<file path="src/inc/tccmp_pkg.sv">
`default_nettype none
package tccmp_pkg;
  // Widths and counts
  localparam int TCCMP_W   = 16;
  localparam int TCCMP_NT  = 2;
  localparam int TCCMP_NCH = 4;
  // Match output action codes
  localparam logic [1:0] TCCMP_EMC_NONE = 2'h0;
  localparam logic [1:0] TCCMP_EMC_CLR  = 2'h1;
  localparam logic [1:0] TCCMP_EMC_SET  = 2'h2;
  localparam logic [1:0] TCCMP_EMC_TGL  = 2'h3;
  // Count source modes
  localparam logic [1:0] TCCMP_CNT_TIMER = 2'h0;
  localparam logic [1:0] TCCMP_CNT_RISE  = 2'h1;
  localparam logic [1:0] TCCMP_CNT_FALL  = 2'h2;
  localparam logic [1:0] TCCMP_CNT_BOTH  = 2'h3;
  // Field positions inside a channel's match control
  localparam int TCCMP_MC_INT  = 0;
  localparam int TCCMP_MC_RST  = 1;
  localparam int TCCMP_MC_STOP = 2;
  // Field positions inside a channel's capture control
  localparam int TCCMP_CC_RISE = 0;
  localparam int TCCMP_CC_FALL = 1;
  localparam int TCCMP_CC_INT  = 2;
  // Capture flags sit above the match flags
  localparam int TCCMP_IR_CAP = 4;
  // Steps and reset values
  localparam logic [15:0] TCCMP_ONE    = 16'h0001;
  localparam logic [15:0] TCCMP_ZERO   = 16'h0000;
  localparam logic [3:0]  TCCMP_NO_CAP = 4'h0;

  // Software-facing settings of one timer
  typedef struct packed {
    logic             enable;
    logic             cnt_reset;
    logic [1:0]       count_mode;
    logic [1:0]       count_input;
    logic [15:0]      prescale_limit;
    logic [3:0][15:0] match_value;
    logic [3:0][2:0]  match_ctrl;
    logic [3:0][2:0]  capture_ctrl;
    logic [3:0][1:0]  external_match_control;
    logic [3:0]       pwm_mode_control;
    logic [7:0]       flag_clear;
  } tccmp_cfg_t;

  // Observable state of one timer
  typedef struct packed {
    logic [15:0]      timer_count;
    logic [15:0]      prescale_count;
    logic [3:0][15:0] capture_value;
    logic [7:0]       interrupt_flags;
    logic [3:0]       ext_match;
    logic             halted;
  } tccmp_tmr_t;

  // Whole state of the block
  typedef struct packed {
    tccmp_tmr_t [1:0]  tmr;
    logic [1:0][3:0]   cap_prev;
  } tccmp_state_t;

  localparam tccmp_state_t TCCMP_STATE_RST = '0;
endpackage
`default_nettype wire

</file>
<file path="src/tccmp_top.sv">
`timescale 1ns/1ns
`default_nettype none
module tccmp_top (
  input  wire logic               clk_sys,
  input  wire logic               reset_n,
  input  wire tccmp_pkg::tccmp_cfg_t cfg_t2,
  input  wire tccmp_pkg::tccmp_cfg_t cfg_t3,
  input  wire logic               capture_in_t2_ch0,
  input  wire logic               capture_in_t2_ch1,
  input  wire logic               capture_in_t2_ch2,
  output logic                    match_out_t2_ch0,
  output logic                    match_out_t2_ch1,
  output logic                    match_out_t2_ch2,
  output logic                    match_out_t3_ch0,
  output logic                    match_out_t3_ch1,
  output logic                    match_out_t3_ch2,
  output logic                    match_out_t3_ch3,
  output tccmp_pkg::tccmp_tmr_t   status_t2,
  output tccmp_pkg::tccmp_tmr_t   status_t3
);

  ////////////////////////////////////////////////////////////////////////////
  // State and wiring

  tccmp_pkg::tccmp_state_t      state_r;   // Every flip-flop of the block
  tccmp_pkg::tccmp_state_t      state_nxt; // Next value of the above
  tccmp_pkg::tccmp_cfg_t  [1:0] cfg;       // Index 0 is timer 2
  logic                   [1:0][3:0] cap_in; // Capture levels per timer

  // Edge test shared by count source and capture channels
  function automatic logic edge_hit(input logic prev, input logic cur,
                                    input logic rise, input logic fall);
    edge_hit = (rise && !prev && cur) || (fall && prev && !cur);
  endfunction

  // Both instances share one body; they differ only in wiring
  // identical instances
  assign cfg = {cfg_t3, cfg_t2};
  // Timer 2 has three capture pins; its fourth and all of timer 3 read low
  // capture pinout
  assign cap_in[0] = {1'b0, capture_in_t2_ch2, capture_in_t2_ch1, capture_in_t2_ch0};
  assign cap_in[1] = tccmp_pkg::TCCMP_NO_CAP;

  ////////////////////////////////////////////////////////////////////////////
  // Next-state logic for both timers

  always_comb begin
    tccmp_pkg::tccmp_cfg_t c;
    tccmp_pkg::tccmp_tmr_t s;
    tccmp_pkg::tccmp_tmr_t q;
    logic                  tick;
    logic                  wrap;
    logic                  rst;
    logic                  stop;
    logic [3:0]            hit;
    c = '0;
    s = '0;
    q = '0;
    tick = 1'b0;
    wrap = 1'b0;
    rst = 1'b0;
    stop = 1'b0;
    hit = '0;
    state_nxt = state_r;
    for (int t = 0; t < tccmp_pkg::TCCMP_NT; t++) begin
      c = cfg[t];
      q = state_r.tmr[t];
      s = q;
      // Count source: every clock, or edges of a chosen capture input
      // timer or counter
      if (c.count_mode == tccmp_pkg::TCCMP_CNT_TIMER) begin
        tick = 1'b1;
      end else begin
        tick = edge_hit(state_r.cap_prev[t][c.count_input],
                        cap_in[t][c.count_input], c.count_mode[0], c.count_mode[1]);
      end
      // Prescaler wrap marks the last cycle of a counter value
      wrap = tick && c.enable && !q.halted && !c.cnt_reset &&
             (q.prescale_count == c.prescale_limit);
      rst = 1'b0;
      stop = 1'b0;
      // Compare only on the wrap so each value matches once
      // one event per value
      for (int m = 0; m < tccmp_pkg::TCCMP_NCH; m++) begin
        hit[m] = wrap && (q.timer_count == c.match_value[m]);
        rst = rst || (hit[m] && c.match_ctrl[m][tccmp_pkg::TCCMP_MC_RST]);
        stop = stop || (hit[m] && c.match_ctrl[m][tccmp_pkg::TCCMP_MC_STOP]);
      end
      // Clear first so a same-cycle set is not lost
      // write clears flags
      s.interrupt_flags = q.interrupt_flags & ~c.flag_clear;
      for (int m = 0; m < tccmp_pkg::TCCMP_NCH; m++) begin
        if (hit[m] && c.match_ctrl[m][tccmp_pkg::TCCMP_MC_INT]) begin
          s.interrupt_flags[m] = 1'b1;
        end
      end
      // Counter and prescaler
      if (c.cnt_reset) begin
        // Held reset also releases a stop
        s.timer_count = tccmp_pkg::TCCMP_ZERO;
        s.prescale_count = tccmp_pkg::TCCMP_ZERO;
        s.halted = 1'b0;
      end else if (!c.enable) begin
        // Dropping enable re-arms a stopped counter
        s.halted = 1'b0;
      end else if (tick && !q.halted) begin
        if (wrap) begin
          s.prescale_count = tccmp_pkg::TCCMP_ZERO;
          if (rst) begin
            s.timer_count = tccmp_pkg::TCCMP_ZERO;
          end else if (!stop) begin
            s.timer_count = q.timer_count + tccmp_pkg::TCCMP_ONE;
          end
          s.halted = stop;
        end else begin
          s.prescale_count = q.prescale_count + tccmp_pkg::TCCMP_ONE;
        end
      end
      // Match outputs, either action-coded or PWM
      // joint control
      for (int m = 0; m < tccmp_pkg::TCCMP_NCH; m++) begin
        if (c.pwm_mode_control[m]) begin
          // Period restart lowers it; a zero match keeps it high for good
          // PWM edges
          if (rst && (c.match_value[m] != tccmp_pkg::TCCMP_ZERO)) begin
            s.ext_match[m] = 1'b0;
          end
          if (hit[m]) begin
            s.ext_match[m] = 1'b1;
          end
        end else if (hit[m]) begin
          unique case (c.external_match_control[m])
            tccmp_pkg::TCCMP_EMC_NONE: s.ext_match[m] = q.ext_match[m];
            tccmp_pkg::TCCMP_EMC_CLR:  s.ext_match[m] = 1'b0;
            tccmp_pkg::TCCMP_EMC_SET:  s.ext_match[m] = 1'b1;
            tccmp_pkg::TCCMP_EMC_TGL:  s.ext_match[m] = !q.ext_match[m];
          endcase
        end
      end
      // Capture channels latch the value held before this edge
      // four captures
      for (int k = 0; k < tccmp_pkg::TCCMP_NCH; k++) begin
        if (edge_hit(state_r.cap_prev[t][k], cap_in[t][k],
                     c.capture_ctrl[k][tccmp_pkg::TCCMP_CC_RISE],
                     c.capture_ctrl[k][tccmp_pkg::TCCMP_CC_FALL])) begin
          s.capture_value[k] = q.timer_count;
          if (c.capture_ctrl[k][tccmp_pkg::TCCMP_CC_INT]) begin
            s.interrupt_flags[tccmp_pkg::TCCMP_IR_CAP + k] = 1'b1;
          end
        end
      end
      state_nxt.tmr[t] = s;
      state_nxt.cap_prev[t] = cap_in[t];
    end
  end

  ////////////////////////////////////////////////////////////////////////////
  // State register

  // Synchronous reset to constants
  always_ff @(posedge clk_sys) begin
    if (!reset_n) begin
      state_r <= tccmp_pkg::TCCMP_STATE_RST;
    end else begin
      state_r <= state_nxt;
    end
  end

  ////////////////////////////////////////////////////////////////////////////
  // Outputs, all straight from flip-flops

  assign status_t2 = state_r.tmr[0];
  assign status_t3 = state_r.tmr[1];
  // Timer 2 drives three pins, timer 3 all four; PWM period best on the fourth
  // three PWM pins
  assign match_out_t2_ch0 = state_r.tmr[0].ext_match[0];
  assign match_out_t2_ch1 = state_r.tmr[0].ext_match[1];
  assign match_out_t2_ch2 = state_r.tmr[0].ext_match[2];
  assign match_out_t3_ch0 = state_r.tmr[1].ext_match[0];
  assign match_out_t3_ch1 = state_r.tmr[1].ext_match[1];
  assign match_out_t3_ch2 = state_r.tmr[1].ext_match[2];
  assign match_out_t3_ch3 = state_r.tmr[1].ext_match[3];

  ////////////////////////////////////////////////////////////////////////////
  // Checks on timer 2, all but the capture and flag clear ones in clock mode, plus one on timer 3 captures

  tccmp_pkg::tccmp_tmr_t t2;     // Timer 2 state view
  logic                  run2;   // Timer 2 advancing this cycle
  logic                  wrap2;  // Timer 2 prescaler wrap
  assign t2 = state_r.tmr[0];
  assign run2 = (cfg_t2.count_mode == tccmp_pkg::TCCMP_CNT_TIMER) && cfg_t2.enable &&
                !cfg_t2.cnt_reset && !t2.halted;
  assign wrap2 = run2 && (t2.prescale_count == cfg_t2.prescale_limit);
endmodule
`default_nettype wire

</file>
<file path="config.mk">
export PLATFORM = sky130hd
export DESIGN_NAME = tccmp_top
export DESIGN_NICKNAME = d
export VERILOG_FILES = /design/src/inc/tccmp_pkg.sv /design/src/tccmp_top.sv
export SDC_FILE = /design/constraint.sdc
export NUM_CORES = 1
export LEC_CHECK = 0
export BUFFER_PORTS_ARGS = -buffer_cell sky130_fd_sc_hd__buf_4
export CELL_PAD_IN_SITES_DETAIL_PLACEMENT = 0
export CELL_PAD_IN_SITES_GLOBAL_PLACEMENT = 1
export CORE_AREA = 4 4 187 189
export DETAILED_ROUTE_END_ITERATION = 7
export DIE_AREA = 0 0 191 193
export PLACE_DENSITY_LB_ADDON = 0.15
export SYNTH_ARGS = -nofsm -noshare
export SYNTH_HDL_FRONTEND = slang
export SYNTH_SLANG_ARGS = --single-unit
</file>
<file path="constraint.sdc">
create_clock -name clk_sys -period 5.5 [get_ports clk_sys]
set_input_delay 0.825 -clock clk_sys [delete_from_list [all_inputs] [get_ports clk_sys]]
set_output_delay 0.825 -clock clk_sys [all_outputs]
set_load 0.02 [all_outputs]
</file>
; ---- Word level (Yosys, flattened, before mapping)
; Index checks and enable logic that the tools add are counted.
[word_totals]
latchBits = 0
output_inout_bits = 225
in_bits = 265
n_memories = 0
word_cells = 330
mem_bits_rw = 0
rom_bits = 0
reg_bits = 226
[op_classes]
reduce_logical = 166
shifts = 0
bitwise = 7
div = 0
n_mux = 80
multipliers = 0
add_sub_neg = 4
n_lt_le_gt_ge = 2
eq_ne = 44
[op_table]
columns = cell, count
row1 = $eq 16x16->1, 10
row2 = $reduce_bool 16->1, 8
row3 = $mux 16, 6
row4 = $logic_and 1x1->1, 75
row5 = $add 16x1->16 const B, 4
row6 = $mux 1, 62
row7 = $eq 2x2->1 const B, 16
row8 = $reduce_bool 2->1, 16
row9 = $pmux 1 s3, 8
row10 = $reduce_and 3->1, 8
row11 = $logic_not 1->1, 22
row12 = $logic_not 2->1, 10
row13 = $ne 2x2->1 const B, 10
row14 = $logic_or 1x1->1, 17
row15 = $and 8x8->8, 2
row16 = $eq 2x1->1 const B, 8
row17 = $not 8->8, 2
row18 = $bmux 1 s2, 4
row19 = $reduce_and 2->1, 4
row20 = $reduce_and 4->1, 2
row21 = $lt 2x3->1 const B, 2
row22 = $reduce_or 3->1, 2
row23 = $reduce_or 2->1, 2
row24 = $not 1->1, 3

; ---- Depth between registers and ports, before layout
[logic_depth]
ltp_word = 20
mapped_depth = 11
mapped_depth_nobuf = 9

; ---- Least setup slack after synthesis
; No wires, ideal clock.
[synth_path]
path_kind = input to register
startpoint = input port cfg_t2[112] in the netlist's numbering
endpoint = register state_r, in the netlist status_t2[97]
path_slack_ns = 1.813
path_stages = 9
setup_time_ns = 0.059
n_path_buf = 2
t_arrival_ns = 3.628
required_ns = 5.441
path_cell_list = xor2_1 or4bb_1 or4_1 or4_1 buf_2 or4_4 buf_6 or4_1 nand2_1
[synth_via]
elab_chain_len = 9
[synth_lines]
columns = element, line_no
row1 = start: declaration, tccmp_top.sv:6  ; input wire tccmp_pkg::tccmp_cfg_t cfg_t2,
row2 = $eq 16x16->1 (*), -
row3 = $logic_and 1x1->1 (*), tccmp_top.sv:78  ; wrap = tick && c.enable && !q.halted && !c.cnt_reset &&
row4 = $logic_and 1x1->1, tccmp_top.sv:85  ; hit[m] = wrap && (q.timer_count == c.match_value[m]);
row5 = "$logic_and 1x1->1, on equally long branches", "tccmp_top.sv:86, tccmp_top.sv:87"
row6 = "$logic_or 1x1->1, on equally long branches (3 in a row)", "tccmp_top.sv:86, tccmp_top.sv:87"
row7 = $ne 2x2->1 (no line), -
row8 = $reduce_and 4->1 (no line), -
row9 = end signal: assignment, tccmp_top.sv:163  ; state_r <= tccmp_pkg::TCCMP_STATE_RST;
row10 = end signal: assignment, tccmp_top.sv:165  ; state_r <= state_nxt;
row11 = end: declaration, tccmp_top.sv:25  ; tccmp_pkg::tccmp_state_t state_r;
; Every way passes the cells marked *; elsewhere a longest branch is shown, timed or not.
; A chain may end at the register's enable or synchronous reset.

; ---- Worst setup path after layout
[layout_path]
startpoint = input port cfg_t2[113] in the netlist's numbering
endpoint = register state_r, in the netlist status_t2[93]
; The elaborated chain is that of the path after synthesis.

==> results.toml <==
[run_status]
outcome = "finished clean"

[logic_synthesis]
synthCells = 1189
synth_ff_type = "dfxtp_1"
yosysMostFrequentCell = "buf_4"
yosysSeqAreaShare_pct = 28.3
yosys_warnings = 0
async_flop_share_pct = 0
synth.distinct_cells = 52
yosysTopAreaCell = "dfxtp_1"
syn_area_per_cell_sq_um = 8.40
synth_common_cells = "buf_4 (218), xnor2_1 (149), dfxtp_1 (141)"
syn_area_sq_mm = 0.00998
synthTopCellsByArea = "dfxtp_1 (28%), buf_4 (16%), xnor2_1 (13%), mux2i_1 (5.7%), nor2b_1 (4.4%)"
synth_edf_count = 0
synth_top_area_share_pct = 28.3
synth-seq-cells = 141

[cts]
cts_tree = "built"
cts_hold_buf = 0
numCtsBuffers = 17
cts_setup_buffers = 0
clockBufferDepth = 2
clkTransAtPathRegs_ps = 60
ctsResizeCount = 0
numClockSinks = 141
htreeDepth = 4
cts-root-buf = "clkbuf_16"
insertion_delay_ps = 420

[routing]
vias = 8689
dr.pass1.iters = 4
finalWirelength_microns = 37000
drc = 0
viasPerCell = 4.61
drt_iter0_drc = 306
detail_route.wl_per_cell_microns = 19.7
antenna_left = 0

[timing]
slew_headroom_pct = 15.1
report.final.hold_viol_count = 0
fin_crit_sh_pct = 67.3
report.final.setup_viol = 0
finalMaxSlewViolations = 0
fin_ws_ps = 1800
fin_setup_tns_ps = 0
rsz0062_at_grt = "no"
fin_skew_ps = 13.6
fin_crit_ps = 3700
whs_ps = 500
fmax_ghz = 0.270
worstMarginPinSlew_ps = 1270

[setup_path]
critPathArrivalTime_ps = 4050
crit_slowest_cell = "o21ai_1"
cp_common_cell = "o21ai_0"
r2r_start = "status_t2[104]"
path_class = "in -> reg"
crit_start = "cfg_t2[113]"
critPathMaxFanout = 18
slowest_delay_ps = 640
startpoint_type = "input pin"
required_ps = 5850
crit_path_end_kind = "flip-flop"
worstPathCellList = "buf_4 -> xnor2_1 -> or4bb_1 -> or4_1 -> nor4_1 -> o21ai_1 -> o21ai_0 -> nand3_1 -> o21ai_0"

[finish]
syn2layout_area_growth_pct = 27.1
nNetsFinal = 1691
drive_gt1_share_pct = 31.5
fin_cells = 1883
fill_cells = 3473
diodes = 0

[power]
powerDensity_mw_per_mm2 = 205
leakagePower_nw = 5.14
vdd_drop_max_uv = 201

[worst_hold_path]
hold_path.class = "reg -> reg"
worstHoldStart = "status_t3[12]"

[floorplanning]
start_util_pct = 30.0
ios = 490
dieHeight_microns = 193
rows = 67
die_w_microns = 191
dieArea_sq_mm = 0.0369
core_sq_mm = 0.0333

[grt]
antenna_found_initial = 1
grt_first_pass_wirelength_microns = 53900
overflow = 0
grt_max_degree = 44
grt_pass1_vias = 8831
grt_usage_pct = 19.2

[place]
place_congestion = 0.817
pre_cts_ws_ps = 1400
io_buffers = 392
dp.cells = 1851
dp_hpwl_microns = 29400

[flow_run]
max_cap_violations = 0
-- state kept, by name (all words and copies together) (netlist names) --
name / count
match_out_t3_ch1: 1
status_t2: 90
match_out_t2_ch2: 1
match_out_t2_ch0: 1
match_out_t3_ch0: 1
match_out_t3_ch3: 1
status_t3: 41
state_r: 3
match_out_t2_ch1: 1
match_out_t3_ch2: 1
-- cells by family (layout without fill, tap and decap cells) --
family                   Yosys count  after routing  share of synthesized area [%]
AND/OR/NAND/NOR                  391            391                           22.4
XOR/XNOR                         192            192                           16.8
AO/OA/AOI/OAI                    113            113                           7.07
buffers and inverters            290            457                           19.2
other                              1             80                         0.0376
adder cells (fa/ha/maj)            4              4                          0.501
flip-flops                       141            141                           28.3
multiplexers                      57             57                           5.72
-- metal layers --
layer  global-route usage [%]  routed length [microns]
met5                        0                       13
met4                     5.83                      818
met3                     4.70                     2640
met2                     34.3                    18600
met1                     22.8                    15000
-- layout by cell type (no fill, tap or decap), types with 10 or more instances in the layout --
cell type  synthesis  routed
buf_4            218     412
xnor2_1          149     149
dfxtp_1          141     141
conb_1             1      80
nor2b_1           71      71
nand4_1           58      58
mux2i_1           57      57
nor2_1            52      52
nand2_1           47      47
nor4_1            46      45
xor2_1            43      43
o21ai_0           33      30
a21oi_1           28      28
nand3_1           27      27
and3_1            23      23
clkbuf_16          0      17
nand3b_1          15      15
inv_1             13      13
o31ai_1           12      12
nand2b_1          10      10
-- area by class of cell --
cell class / count / area, sq um / area share, %
repair buffers: 412 / 3090 / 24.4
inverters: 13 / 48.8 / 0.385
clock inverters: 11 / 130 / 1.03
clock buffers: 21 / 470 / 3.71
multi-input cells: 837 / 5560 / 43.8
well taps: 448 / 561 / 4.42
flip-flops and latches: 141 / 2820 / 22.3
-- path summary, 6_finish.rpt --
kind,end,slack [ps],cells past startpoint
worst max-delay path,status_t2[93],1800,9
worst min-delay path,status_t3[12],500,1
worst max register to register,status_t2[106],1860,8
worst min register to register,status_t3[12],500,1
-- worst max-delay path, delay by kind of cell --
| family | cells | cell delay [ps] |
|---|---|---|
| AND/OR/NAND/NOR | 4 | 1750 |
| AO/OA/AOI/OAI | 3 | 1140 |
| XOR/XNOR | 1 | 210 |
| buffers and inverters | 1 | 110 |
-- per-stage QoR --
| step | utilization, % | cell area (sq um) | power, mW |
|---|---|---|---|
| final | 38.1 | 12700 | 2.60 |
| after detailed placement | 36.3 | 12100 | 1.42 |
| after global placement | 36.3 | 12100 | 1.42 |
| after CTS | 38.1 | 12700 | 2.64 |
| after global routing | 38.1 | 12700 | 2.71 |
| after floorplan | - | 10300 | 1.26 |
-- where the power goes --
part / total, mW / switching, mW / internal (mW)
registers: 1.03 / 0.00274 / 1.02
clock network: 1.20 / 0.492 / 0.711
logic: 0.370 / 0.182 / 0.188
No activity file was read; power rests on OpenSTA's default activity.
